===== config.mk =====
export PLATFORM = sky130hd
export DESIGN_NAME = ssdr_core
export DESIGN_NICKNAME = d
export VERILOG_FILES = /design/src/design/ssdr_pkg.sv /design/src/design/ssdr_core.sv
export SDC_FILE = /design/constraint.sdc
export NUM_CORES = 1
export LEC_CHECK = 0
export ABC_CLOCK_PERIOD_IN_PS = 2420
export BUFFER_PORTS_ARGS = -buffer_cell sky130_fd_sc_hd__buf_2
export CAP_MARGIN = 15
export CORE_ASPECT_RATIO = 1.2
export CORE_MARGIN = 2
export CORE_UTILIZATION = 53
export CTS_BUF_LIST = sky130_fd_sc_hd__clkbuf_8 sky130_fd_sc_hd__clkbuf_16
export CTS_CLUSTER_DIAMETER = 30
export DETAILED_ROUTE_END_ITERATION = 6
export GPL_TIMING_DRIVEN = 0
export PLACE_DENSITY = 0.76
export SKIP_LAST_GASP = 1
export SLEW_MARGIN = 40
export SYNTH_ARGS = -nofsm -noshare
export SYNTH_HDL_FRONTEND = slang
export SYNTH_SLANG_ARGS = --single-unit

===== constraint.sdc =====
create_clock -name pclk -period 2.42 [get_ports pclk]
set_input_delay 0.726 -clock pclk [delete_from_list [all_inputs] [get_ports pclk]]
set_output_delay 0.726 -clock pclk [all_outputs]
set_load 0.02 [all_outputs]

===== src/design/ssdr_pkg.sv =====
// Constants of the serial port register block: map, fields, resets.
// Assumes APB with 32-bit data; registers sit in the low byte lanes.
package ssdr_pkg;
  localparam logic [7:0] IDX_DATA = 8'h19;
  localparam logic [7:0] IDX_CTRL = 8'h1A;
  localparam logic [7:0] IDX_CSR = 8'h1B;
  localparam logic [7:0] A_DATA = {IDX_DATA[5:0], 2'b00};
  localparam logic [7:0] A_CTRL = {IDX_CTRL[5:0], 2'b00};
  localparam logic [7:0] A_CSR = {IDX_CSR[5:0], 2'b00};
  localparam int C_IE = 7;
  localparam int C_SPE = 6;
  localparam int C_SPR2 = 5;
  localparam int C_MASTER_SELECT_BIT = 4;
  localparam int C_CPOL = 3;
  localparam int C_CPHA = 2;
  localparam int C_SPR1 = 1;
  localparam int C_SPR0 = 0;
  localparam int S_DONE = 7;
  localparam int S_WRITE_COLLISION_FLAG = 6;
  localparam int S_OVR = 5;
  localparam int S_MODE_FAULT_FLAG = 4;
  localparam int S_RSV = 3;
  localparam int S_SOD = 2;
  localparam int S_SSM = 1;
  localparam int S_SSI = 0;
  localparam logic [7:0] CTRL_RST = 8'h00;
  localparam logic [7:0] DATA_RST = 8'h00;
  localparam logic [4:0] EDGES_LAST = 5'h0F;
  // Half periods of the serial clock in pclk cycles, per rate code
  localparam logic [5:0] HALF_2 = 6'h01;
  localparam logic [5:0] HALF_4 = 6'h02;
  localparam logic [5:0] HALF_8 = 6'h04;
  localparam logic [5:0] HALF_16 = 6'h08;
  localparam logic [5:0] HALF_32 = 6'h10;
  localparam logic [5:0] HALF_64 = 6'h20;
  typedef enum logic {ENG_IDLE = 1'b0, ENG_RUN = 1'b1} ssdr_eng_e;
endpackage


===== src/design/ssdr_core.sv =====
// Serial port register block: APB slave, status flags, shift engine.
// Assumes one pclk domain; serial pins are asynchronous and synchronised.
`timescale 1ns/1ps
module ssdr_core (
  input wire logic pclk,
  input wire logic presetn,
  input wire logic psel,
  input wire logic penable,
  input wire logic pwrite,
  input wire logic [7:0] paddr,
  input wire logic [31:0] pwdata,
  output logic [31:0] prdata,
  output logic pready,
  output logic pslverr,
  output logic irq,
  input wire logic sck_i,
  output logic sck_o,
  output logic sck_oe,
  input wire logic mosi_i,
  output logic mosi_o,
  output logic mosi_oe,
  input wire logic miso_i,
  output logic miso_o,
  output logic miso_oe,
  input wire logic ss_n_i
);

  typedef struct packed {
    logic [3:0] sy1;
    logic [3:0] sy2;
    logic sck_prev;
    logic [7:0] ctrl;
    logic done;
    logic write_collision_flag;
    logic overrun_flag;
    logic mode_fault_flag;
    logic output_disable_bit;
    logic select_software_mgmt_bit;
    logic internal_select_level_bit;
    logic seq_any;
    logic seq_rd;
    logic seq_mode_fault_flag;
    logic [7:0] sr;
    logic [7:0] rxbuf;
    logic out_r;
    logic [4:0] edge_cnt;
    ssdr_pkg::ssdr_eng_e eng;
    logic [5:0] div_cnt;
    logic sck_ph;
    logic [7:0] rdata;
  } ssdr_state_s;

  ssdr_state_s s_r;
  ssdr_state_s s_nxt;

  ////////////////////////////////////////////////////////////////////
  // Bus decode

  logic acc;
  logic wr;
  logic rd;
  logic hit;
  logic setup;
  logic is_data;
  logic is_ctrl;
  logic is_csr;

  assign setup = psel & ~penable;
  assign acc = psel & penable;
  assign wr = acc & pwrite;
  assign rd = acc & ~pwrite;
  assign is_data = paddr == ssdr_pkg::A_DATA;
  assign is_ctrl = paddr == ssdr_pkg::A_CTRL;
  assign is_csr = paddr == ssdr_pkg::A_CSR;
  assign hit = is_data | is_ctrl | is_csr;
  assign pready = acc;
  assign pslverr = acc & ~hit;
  assign prdata = {24'h000000, s_r.rdata};

  ////////////////////////////////////////////////////////////////////
  // Derived controls; sync order: 3 sck, 2 mosi, 1 miso, 0 select

  logic serial_output_enable;
  logic master_select_bit;
  logic cpol;
  logic cpha;
  logic ss_int;
  logic rx_in;
  logic slave_act;
  logic busy;
  logic [2:0] rate;
  logic [5:0] half;

  assign serial_output_enable = s_r.ctrl[ssdr_pkg::C_SPE];
  assign master_select_bit = s_r.ctrl[ssdr_pkg::C_MASTER_SELECT_BIT];
  assign cpol = s_r.ctrl[ssdr_pkg::C_CPOL];
  assign cpha = s_r.ctrl[ssdr_pkg::C_CPHA];
  assign ss_int = s_r.select_software_mgmt_bit ? s_r.internal_select_level_bit : s_r.sy2[0];
  assign rx_in = master_select_bit ? s_r.sy2[1] : s_r.sy2[2];
  assign slave_act = serial_output_enable & ~master_select_bit & ~ss_int;
  assign busy = (s_r.eng == ssdr_pkg::ENG_RUN) | (s_r.edge_cnt != 5'h00);
  assign rate = {s_r.ctrl[ssdr_pkg::C_SPR2], s_r.ctrl[ssdr_pkg::C_SPR1],
                 s_r.ctrl[ssdr_pkg::C_SPR0]};

  always_comb begin
    unique case (rate)
      3'h4: half = ssdr_pkg::HALF_2;
      3'h0: half = ssdr_pkg::HALF_4;
      3'h1: half = ssdr_pkg::HALF_8;
      3'h6: half = ssdr_pkg::HALF_16;
      3'h2: half = ssdr_pkg::HALF_32;
      default: half = ssdr_pkg::HALF_64;
    endcase
  end

  // Pins: outputs only while the port owns them
  assign sck_o = cpol ^ s_r.sck_ph;
  assign sck_oe = serial_output_enable & master_select_bit;
  assign mosi_o = s_r.out_r;
  assign miso_o = s_r.out_r;
  assign mosi_oe = serial_output_enable & master_select_bit & ~s_r.output_disable_bit;
  assign miso_oe = slave_act & ~s_r.output_disable_bit;
  assign irq = s_r.ctrl[ssdr_pkg::C_IE] & (s_r.done | s_r.mode_fault_flag | s_r.overrun_flag);

  ////////////////////////////////////////////////////////////////////
  // Next state

  logic ev;
  logic lead;
  logic cap;
  logic fin;
  logic dr_acc;
  logic dr_wr_ok;
  logic fault;

  always_comb begin
    s_nxt = s_r;
    ev = 1'b0;
    lead = 1'b0;
    s_nxt.sy1 = {sck_i, mosi_i, miso_i, ss_n_i};
    s_nxt.sy2 = s_r.sy1;
    s_nxt.sck_prev = s_r.sy2[3];

    // Serial clock edges: generated in master mode, sampled in slave mode
    if (s_r.eng == ssdr_pkg::ENG_RUN) begin
      if (s_r.div_cnt == 6'h00) begin
        s_nxt.div_cnt = half - 6'h01;
        s_nxt.sck_ph = ~s_r.sck_ph;
        ev = 1'b1;
        lead = ~s_r.sck_ph;
      end else begin
        s_nxt.div_cnt = s_r.div_cnt - 6'h01;
      end
    end else if (slave_act && (s_r.sy2[3] != s_r.sck_prev)) begin
      ev = 1'b1;
      lead = s_r.sck_prev == cpol;
    end
    cap = ev & (lead ^ cpha);
    fin = ev & (s_r.edge_cnt == ssdr_pkg::EDGES_LAST);

    if (ev) begin
      s_nxt.edge_cnt = s_r.edge_cnt + 5'h01;
      if (cap) begin
        s_nxt.sr = {s_r.sr[6:0], rx_in};
      end else begin
        s_nxt.out_r = s_r.sr[7];
      end
    end
    if (!master_select_bit && ss_int) begin
      // Deselect abandons a partial byte
      s_nxt.edge_cnt = 5'h00;
    end

    // Register accesses
    dr_acc = acc & is_data;
    dr_wr_ok = wr & is_data & ~(s_r.done & ~s_r.seq_rd);
    if (setup) begin
      s_nxt.rdata = 8'h00;
      if (is_data) begin
        s_nxt.rdata = s_r.rxbuf;
      end else if (is_ctrl) begin
        s_nxt.rdata = s_r.ctrl;
      end else if (is_csr) begin
        s_nxt.rdata = {s_r.done, s_r.write_collision_flag, s_r.overrun_flag, s_r.mode_fault_flag, 1'b0,
                       s_r.output_disable_bit, s_r.select_software_mgmt_bit, s_r.internal_select_level_bit};
      end
    end
    if (acc && is_csr) begin
      if (s_r.done || s_r.write_collision_flag) begin
        s_nxt.seq_any = 1'b1;
      end
      if (s_r.mode_fault_flag) begin
        s_nxt.seq_mode_fault_flag = 1'b1;
      end
      if (!pwrite) begin
        // Only a read that sees the flag unblocks; an older read must not
        if (s_r.done) begin
          s_nxt.seq_rd = 1'b1;
        end
        s_nxt.overrun_flag = 1'b0;
      end else begin
        s_nxt.output_disable_bit = pwdata[ssdr_pkg::S_SOD];
        s_nxt.select_software_mgmt_bit = pwdata[ssdr_pkg::S_SSM];
        s_nxt.internal_select_level_bit = pwdata[ssdr_pkg::S_SSI];
      end
    end
    if (wr && is_ctrl) begin
      s_nxt.ctrl = pwdata[7:0];
      if (s_r.seq_mode_fault_flag) begin
        s_nxt.mode_fault_flag = 1'b0;
        s_nxt.seq_mode_fault_flag = 1'b0;
      end
    end
    if (dr_acc && s_r.seq_any) begin
      s_nxt.done = 1'b0;
      s_nxt.write_collision_flag = 1'b0;
      s_nxt.seq_any = 1'b0;
      s_nxt.seq_rd = 1'b0;
    end
    if (dr_wr_ok) begin
      if (busy) begin
        s_nxt.write_collision_flag = 1'b1;
      end else begin
        s_nxt.sr = pwdata[7:0];
        s_nxt.out_r = pwdata[7];
        s_nxt.edge_cnt = 5'h00;
        if (serial_output_enable && master_select_bit) begin
          s_nxt.eng = ssdr_pkg::ENG_RUN;
          s_nxt.div_cnt = half - 6'h01;
          s_nxt.sck_ph = 1'b0;
        end
      end
    end

    // Byte end: flag and buffer; an unread byte is kept, not overwritten
    if (fin) begin
      s_nxt.edge_cnt = 5'h00;
      s_nxt.eng = ssdr_pkg::ENG_IDLE;
      if (s_r.done) begin
        s_nxt.overrun_flag = 1'b1;
      end else begin
        s_nxt.rxbuf = s_nxt.sr;
      end
      s_nxt.done = 1'b1;
    end

    // Select pulled low while master: fault wins over any clear
    fault = serial_output_enable & master_select_bit & ~ss_int;
    if (fault) begin
      s_nxt.mode_fault_flag = 1'b1;
      s_nxt.ctrl[ssdr_pkg::C_SPE] = 1'b0;
      s_nxt.ctrl[ssdr_pkg::C_MASTER_SELECT_BIT] = 1'b0;
      s_nxt.eng = ssdr_pkg::ENG_IDLE;
      s_nxt.sck_ph = 1'b0;
      s_nxt.edge_cnt = 5'h00;
    end
  end

  always_ff @(posedge pclk or negedge presetn) begin
    if (!presetn) begin
      s_r <= '0;
      s_r.ctrl <= ssdr_pkg::CTRL_RST;
      s_r.rxbuf <= ssdr_pkg::DATA_RST;
      s_r.sy1 <= 4'hF;
      s_r.sy2 <= 4'hF;
      // Edge detector starts level with the synchroniser: no false edge
      s_r.sck_prev <= 1'b1;
    end else begin
      s_r <= s_nxt;
    end
  end
endmodule


==> flow_summary.ini, run 1 <==
[run_status]
outcome = complete, no violations

[yosys]
yosysTopAreaCellShare_pct = 40.4
synth_common_cells = dfrtp_1, nor2_1, buf_4
synthMostInstantiatedCell = dfrtp_1
netlist_instances = 341
yosysTopAreaCell = dfrtp_1
synth-edff-count = 0
syn_area_per_cell_sq_um = 10.2
synth_cell_type_count = 61
synth_seq_cells = 65
async_flop_share_pct = 100
yosys_warnings = 0
synth_area_sq_mm = 0.00347
ys.flop_type = dfrtp_1
synth_area_leaders = dfrtp_1, buf_4, dfstp_2
synth.yosys.seq_area_share_pct = 47.2

[clock_network]
cts_tree = done
clk_latency_ns = 0.36
numCtsBuffers = 9
clk_path_buf_depth = 2
clk_pin_slew_ns = 0.07
root_buffer = clkbuf_8
cts_sinks = 65
htree_levels = 3

[place]
dp_cells = 491
finalWeightedCongestion = 0.890
dp_hpwl_mm = 5.82
io_buffers = 41

[floorplanning]
rows = 32
die_h_microns = 92.7
dieArea_sq_mm = 0.00722
core_area_sq_mm = 0.00637
ios = 90
die_w_microns = 77.9
initial_core_util_pct = 54.5

[sta]
hold_slack_ns = 0.266
max_freq_ghz = 0.414
post-route-period-util_pct = 99.8
finalHoldViolCount = 0
skew_ns = 0.00747
slew_viol_final = 0
worst_pin_slew_ns = 0.505
fin_setup_tns_ns = 0
finalSetupViolCount = 0
rsz0062_at_grt = true
min_period_ns = 2.41
max-slew-margin-rel_pct = 66.3

[critical_path]
r2r_cells = 7
cp_max_fo = 2
path_class = input port to output pin
critical_path_arrival_ns = 1.69
cp-end-kind = output pin
r2r_slack_ns = 0.006
r2r_end = s_r[22]
rr_startpoint = s_r[15]
crit_chain = buf_6, or4b_4, nor2_4, a21oi_2, buf_4
crit_path_max_incr_delay_ns = 0.55
start_kind = input port
worstPathRequired_ns = 1.69
slowest_stage = or4b_4

[power]
vdd_drop_max_v = 0.000382
p_leak_uw = 0.00203
power_density_mw_per_mm2 = 560

[layout]
layout-drive-gt1-share_pct = 36.1
multiInputGateArea_sq_mm = 0.00164
ff_latch_area_sq_mm = 0.00164
nets = 474
syn_to_final_growth_pct = 21.4
antenna_cells = 0
fill_cells = 543
finalNonFillerCells = 509

[detailed_routing]
drt_pass1_iterations = 4
viasPerCell = 5.41
drc = 0
highest_layer = met4
wl_met1_mm = 3.34
met2WireLength_mm = 4.29
avgRoutedWirePerCell_microns = 16.1
ant_nets = 0
via_count = 2753
drt-initial-drc-count = 208
wirelength_mm = 8.22
route.met3.wl_microns = 332

[worst_hold_path]
hp-class = input port to async pin

[job]
maxCapViolations = 0

[global_routing]
grt_use_total_pct = 24.5
overflow = 0
grt_max_degree = 42
antenna_found_initial = 0
grt_pass1_wl_mm = 13.5
grt_pass1_vias = 2824
power by group:
group	switching [uW]	internal, uW	leakage, uW	total [uW]
clock	435	528	0.000107	963
sequential	22.9	1120	0.000761	1150
combinational	143	109	0.00116	252
worst max-delay path: cells and delay by family:
kind	cells	cell delay (ns)
compound gates	1	0.05
buf+inv	2	0.24
simple gates	2	0.66
sequential cells by signal (all words and copies together), names as in the netlist:
| signal | flops |
|---|---|
| miso_o | 1 |
| rate | 3 |
| master_select_bit | 1 |
| prdata | 8 |
| cpol | 1 |
| s_r | 45 |
| s_nxt | 5 |
| cpha | 1 |
routing by layer:
metal,vias up,global-route usage [%]
met5,-,0
met1,1341,28.8
met4,0,13.5
li1,1313,-
met2,72,42.7
met3,27,3.61
kinds of logic (layout without fill, tap and decap cells):
kind of cell	after synthesis	in the layout	share of synthesized area, %
and+or+nand+nor	111	111	16.4
AOI/OAI and AO/OA	71	71	14.9
DFF	65	65	47.2
buffers and inverters	59	119	10.5
muxes	20	20	6.74
xor gates and xnor gates	8	8	2.02
adders and majority gates	6	6	2.16
other	1	24	0.108
repair_timing:
item	4_1_cts	5_1_grt
resized for setup	14	17
hold buffers	0	0
pin swaps	3	5
setup endpoints to repair	18	24
setup buffers	2	0
cells in the final DEF (no fill, tap or decap), types with 5 or more instances in the layout:
master	instances
o21ai_0	5
conb_1	24
buf_4	37
a31oi_1	11
inv_1	12
nand2_1	24
a21oi_1	9
dfrtp_1	55
clkbuf_1	5
mux2_2	12
clkbuf_8	11
a21oi_2	6
nand4_1	6
nand3_1	8
nor2_1	40
buf_2	41
and3_1	5
a22oi_1	9
dfstp_2	9
area by class of cell:
cell class | instances | share of cell area (%)
tap | 85 | 2.52
timing repair buffer | 44 | 5.97
inverter | 12 | 1.07
clock buffer | 11 | 3.59
multi-input combinational | 240 | 38.9
clock inverter | 5 | 1.31
buffer | 47 | 7.81
sequential | 65 | 38.9
stage by stage:
| step | power (uW) | cell area, sq um | setup slack [ns] | util [%] |
|---|---|---|---|---|
| after detailed placement | 1410 | 3890 | -0.235 | 61.1 |
| after global placement | 1400 | 3870 | -0.208 | 60.8 |
| after CTS | 2360 | 4170 | -0.0163 | 65.4 |
| after global routing | 2440 | 4220 | -0.0561 | 66.2 |
| final | 2360 | 4220 | 0.00552 | 66.2 |
| after floorplan | 1320 | 3560 | 0.0741 | - |
how the worst max path moves through the flow:
| stage | slack [ns] | from | endpoint | cells after the start |
|---|---|---|---|---|
| 6_report | 0.006 | paddr[0] | pslverr | 5 |
| 5_1_grt | -0.06 | paddr[0] | s_r[26] | 9 |
| 4_1_cts | -0.02 | s_r[9] | s_r[22] | 11 |
| 3_5_place_dp | -0.24 | paddr[7] | s_r[10] | 6 |
| 3_3_place_gp | -0.21 | paddr[7] | s_r[10] | 6 |
| 2_1_floorplan | 0.07 | paddr[7] | cpha | 6 |
Note: power is estimated with default switching activity, not from simulation.
==> inputs of run 2 (changes only) <==
Settings changed: PLACE_DENSITY 0.76 to 0.8.
==> run 2 against run 1 <==
  * Critical endpoint is now s_r[27]
  * Largest cell class unchanged
  * Clock skew rose by 0.0023 ns
  * Largest power group unchanged
  * Highest routed layer unchanged
  * Setup slack got worse by 0.036 ns
  * Count of clock-buffer cells in the layout fell by 2
  * Wire length rose by 0.44%
  * Final area rose by 1.1%
  * The run now ends with setup timing left
  * Non-clock buffer count rose by 4
  * Flip-flop and latch count did not move
==> flow_summary.ini, run 2 (synthesized netlist as in run 1, its figures left out) <==
[global_routing]
grtUsageMet1_pct = 28.9
overflow = 0
grt_pass1_vias = 2685
antenna_found_initial = 0
grt_use_total_pct = 23.8
use_met3_pct = 5.17
busiest_layer = met2
grt_max_degree = 66
grt_pass1_wl_mm = 13.1
use_met2_pct = 40.2

[detailed_routing]
drc = 0
avgRoutedWirePerCell_microns = 16.1
wirelength_mm = 8.25
via_count = 2793
drt-initial-drc-count = 205
ant_nets = 0
drt_pass1_iterations = 6
viasPerCell = 5.44

[layout]
multiInputGateArea_sq_mm = 0.00162
regMostFlops = s_r
fill_cells = 494
antenna_cells = 0
finalNonFillerCells = 513
layout-drive-gt1-share_pct = 35.7
syn_to_final_growth_pct = 22.8
nets = 478
final_cell_mix = dfrtp_1, buf_4, nor2_1, buf_2
final_common_cell = dfrtp_1
largest_register_ffs = 45
ff_latch_area_sq_mm = 0.00164
fin_area_sq_mm = 0.00426

[power]
combPwrFrac_pct = 10.0
p_sw_uw = 606
clkPwrFrac_pct = 44.6
power_density_mw_per_mm2 = 591
intPower_uw = 1910
switching_share_pct = 24.1
vdd_drop_max_v = 0.000587
pwr-share-seq_pct = 45.4
p_leak_uw = 0.00206

[sta]
max_freq_ghz = 0.408
post-route-period-util_pct = 101
skew_ns = 0.00978
finalSetupViolCount = 1
fin_ws_ns = -0.0300
finalHoldViolCount = 0
min_period_ns = 2.45
max-slew-margin-rel_pct = 60.5
rsz0062_at_grt = true
worst_pin_slew_ns = 0.592
slew_viol_final = 0

[critical_path]
cp_max_fo = 8
critical_path_arrival_ns = 2.70
path_class = input port to flop
start_kind = input port
worstPathRequired_ns = 2.67
cp-end-kind = flop
r2r_slack_ns = 0.05
r2r_end = s_r[27]
rr_startpoint = s_r[10]
r2r_cells = 11

[place]
dpl-instance-area_sq_mm = 0.00387
io_buffers = 41
dp_cells = 490
dp_hpwl_mm = 5.71
finalWeightedCongestion = 0.871
dp_slack_ns = -0.263

[clock_network]
root_buffer = clkbuf_8
clk_pin_slew_ns = 0.07
clk_latency_ns = 0.36
cts_sinks = 65
numCtsBuffers = 9
htree_levels = 3
hold_buffers = 0
clk_path_buf_depth = 2
cts_tree = done

[job]
maxCapViolations = 0

[floorplanning]
die_w_microns = 77.9
initial_core_util_pct = 54.5
core_area_sq_mm = 0.00637
rows = 32
dieArea_sq_mm = 0.00722
ios = 90
die_h_microns = 92.7

[run_status]
violations = setup timing
outcome = complete, but fails checks

[worst_hold_path]
hp-class = input port to async pin
-- run 2: cell count changes in the layout (fill, tap and decap cells not counted), moves of 2 or more --
cell / previous run / this run
buf_4: 37 / 41
a21oi_2: 6 / 2
a21oi_1: 9 / 13
buf_6: 4 / 6
a221oi_1: 2 / 0
clkbuf_8: 11 / 9
a221oi_2: 0 / 2
bufinv_16: 1 / 3
-- run 2: critical path, stage by stage --
cell     delay, ns
buf_6         0.09
or4b_4        0.55
buf_4         0.16
nor4b_4       0.34
and3_1        0.24
buf_6         0.14
a41o_1        0.11
a21oi_1       0.06
o31ai_2       0.29
-- run 2: area by class of cell --
cell class / count / share of cell area (%)
inverter: 12 / 1.06
sequential: 65 / 38.4
multi-input combinational: 240 / 38.1
clock buffer: 9 / 2.91
buffer: 47 / 7.69
timing repair buffer: 48 / 6.55
clock inverter: 7 / 2.79
tap: 85 / 2.49
-- run 2: worst max path at each step --
stage,startpoint,cells after the start,slack [ns],endpoint
4_1_cts,paddr[0],5,-0.01,pslverr
5_1_grt,s_r[10],11,-0.10,s_r[22]
6_report,paddr[0],9,-0.03,s_r[27]
2_1_floorplan,paddr[7],6,0.07,cpha
3_5_place_dp,paddr[7],6,-0.26,s_r[10]
3_3_place_gp,paddr[7],6,-0.22,s_r[10]
-- run 2: what timing repair did --
action / in CTS / in global routing
gates resized for setup: 11 / 15
pin swaps: 3 / 6
endpoints found under the setup margin: 16 / 25
setup buffers: 2 / 5
-- run 2: metrics by stage --
step / hold WS, ns / utilization, % / setup TNS [ns] / total power, uW
floorplan: 0.345 / - / 0 / 1320
global placement: 0.346 / 60.8 / -3.79 / 1400
detailed placement: 0.347 / 60.8 / -5.88 / 1410
CTS: 0.357 / 65.5 / -0.0183 / 2540
global route: 0.360 / 67.0 / -0.679 / 2600
finish: 0.356 / 67.0 / -0.0300 / 2520
-- run 2: metal layers --
metal  vias to the layer above  part of all wire (%)
li1                       1314                     -
met1                      1340                    39
met2                       120                    52
met3                        19                   6.3
met4                         0                   2.4
met5                         -                     0
-- run 2: power by group through the flow --
stage	clock network [uW]	registers (uW)	logic (uW)
floorplan	0	1160	163
global placement	0	1160	239
detailed placement	0	1160	245
CTS	1140	1140	249
global route	1180	1150	272
finish	1120	1140	251
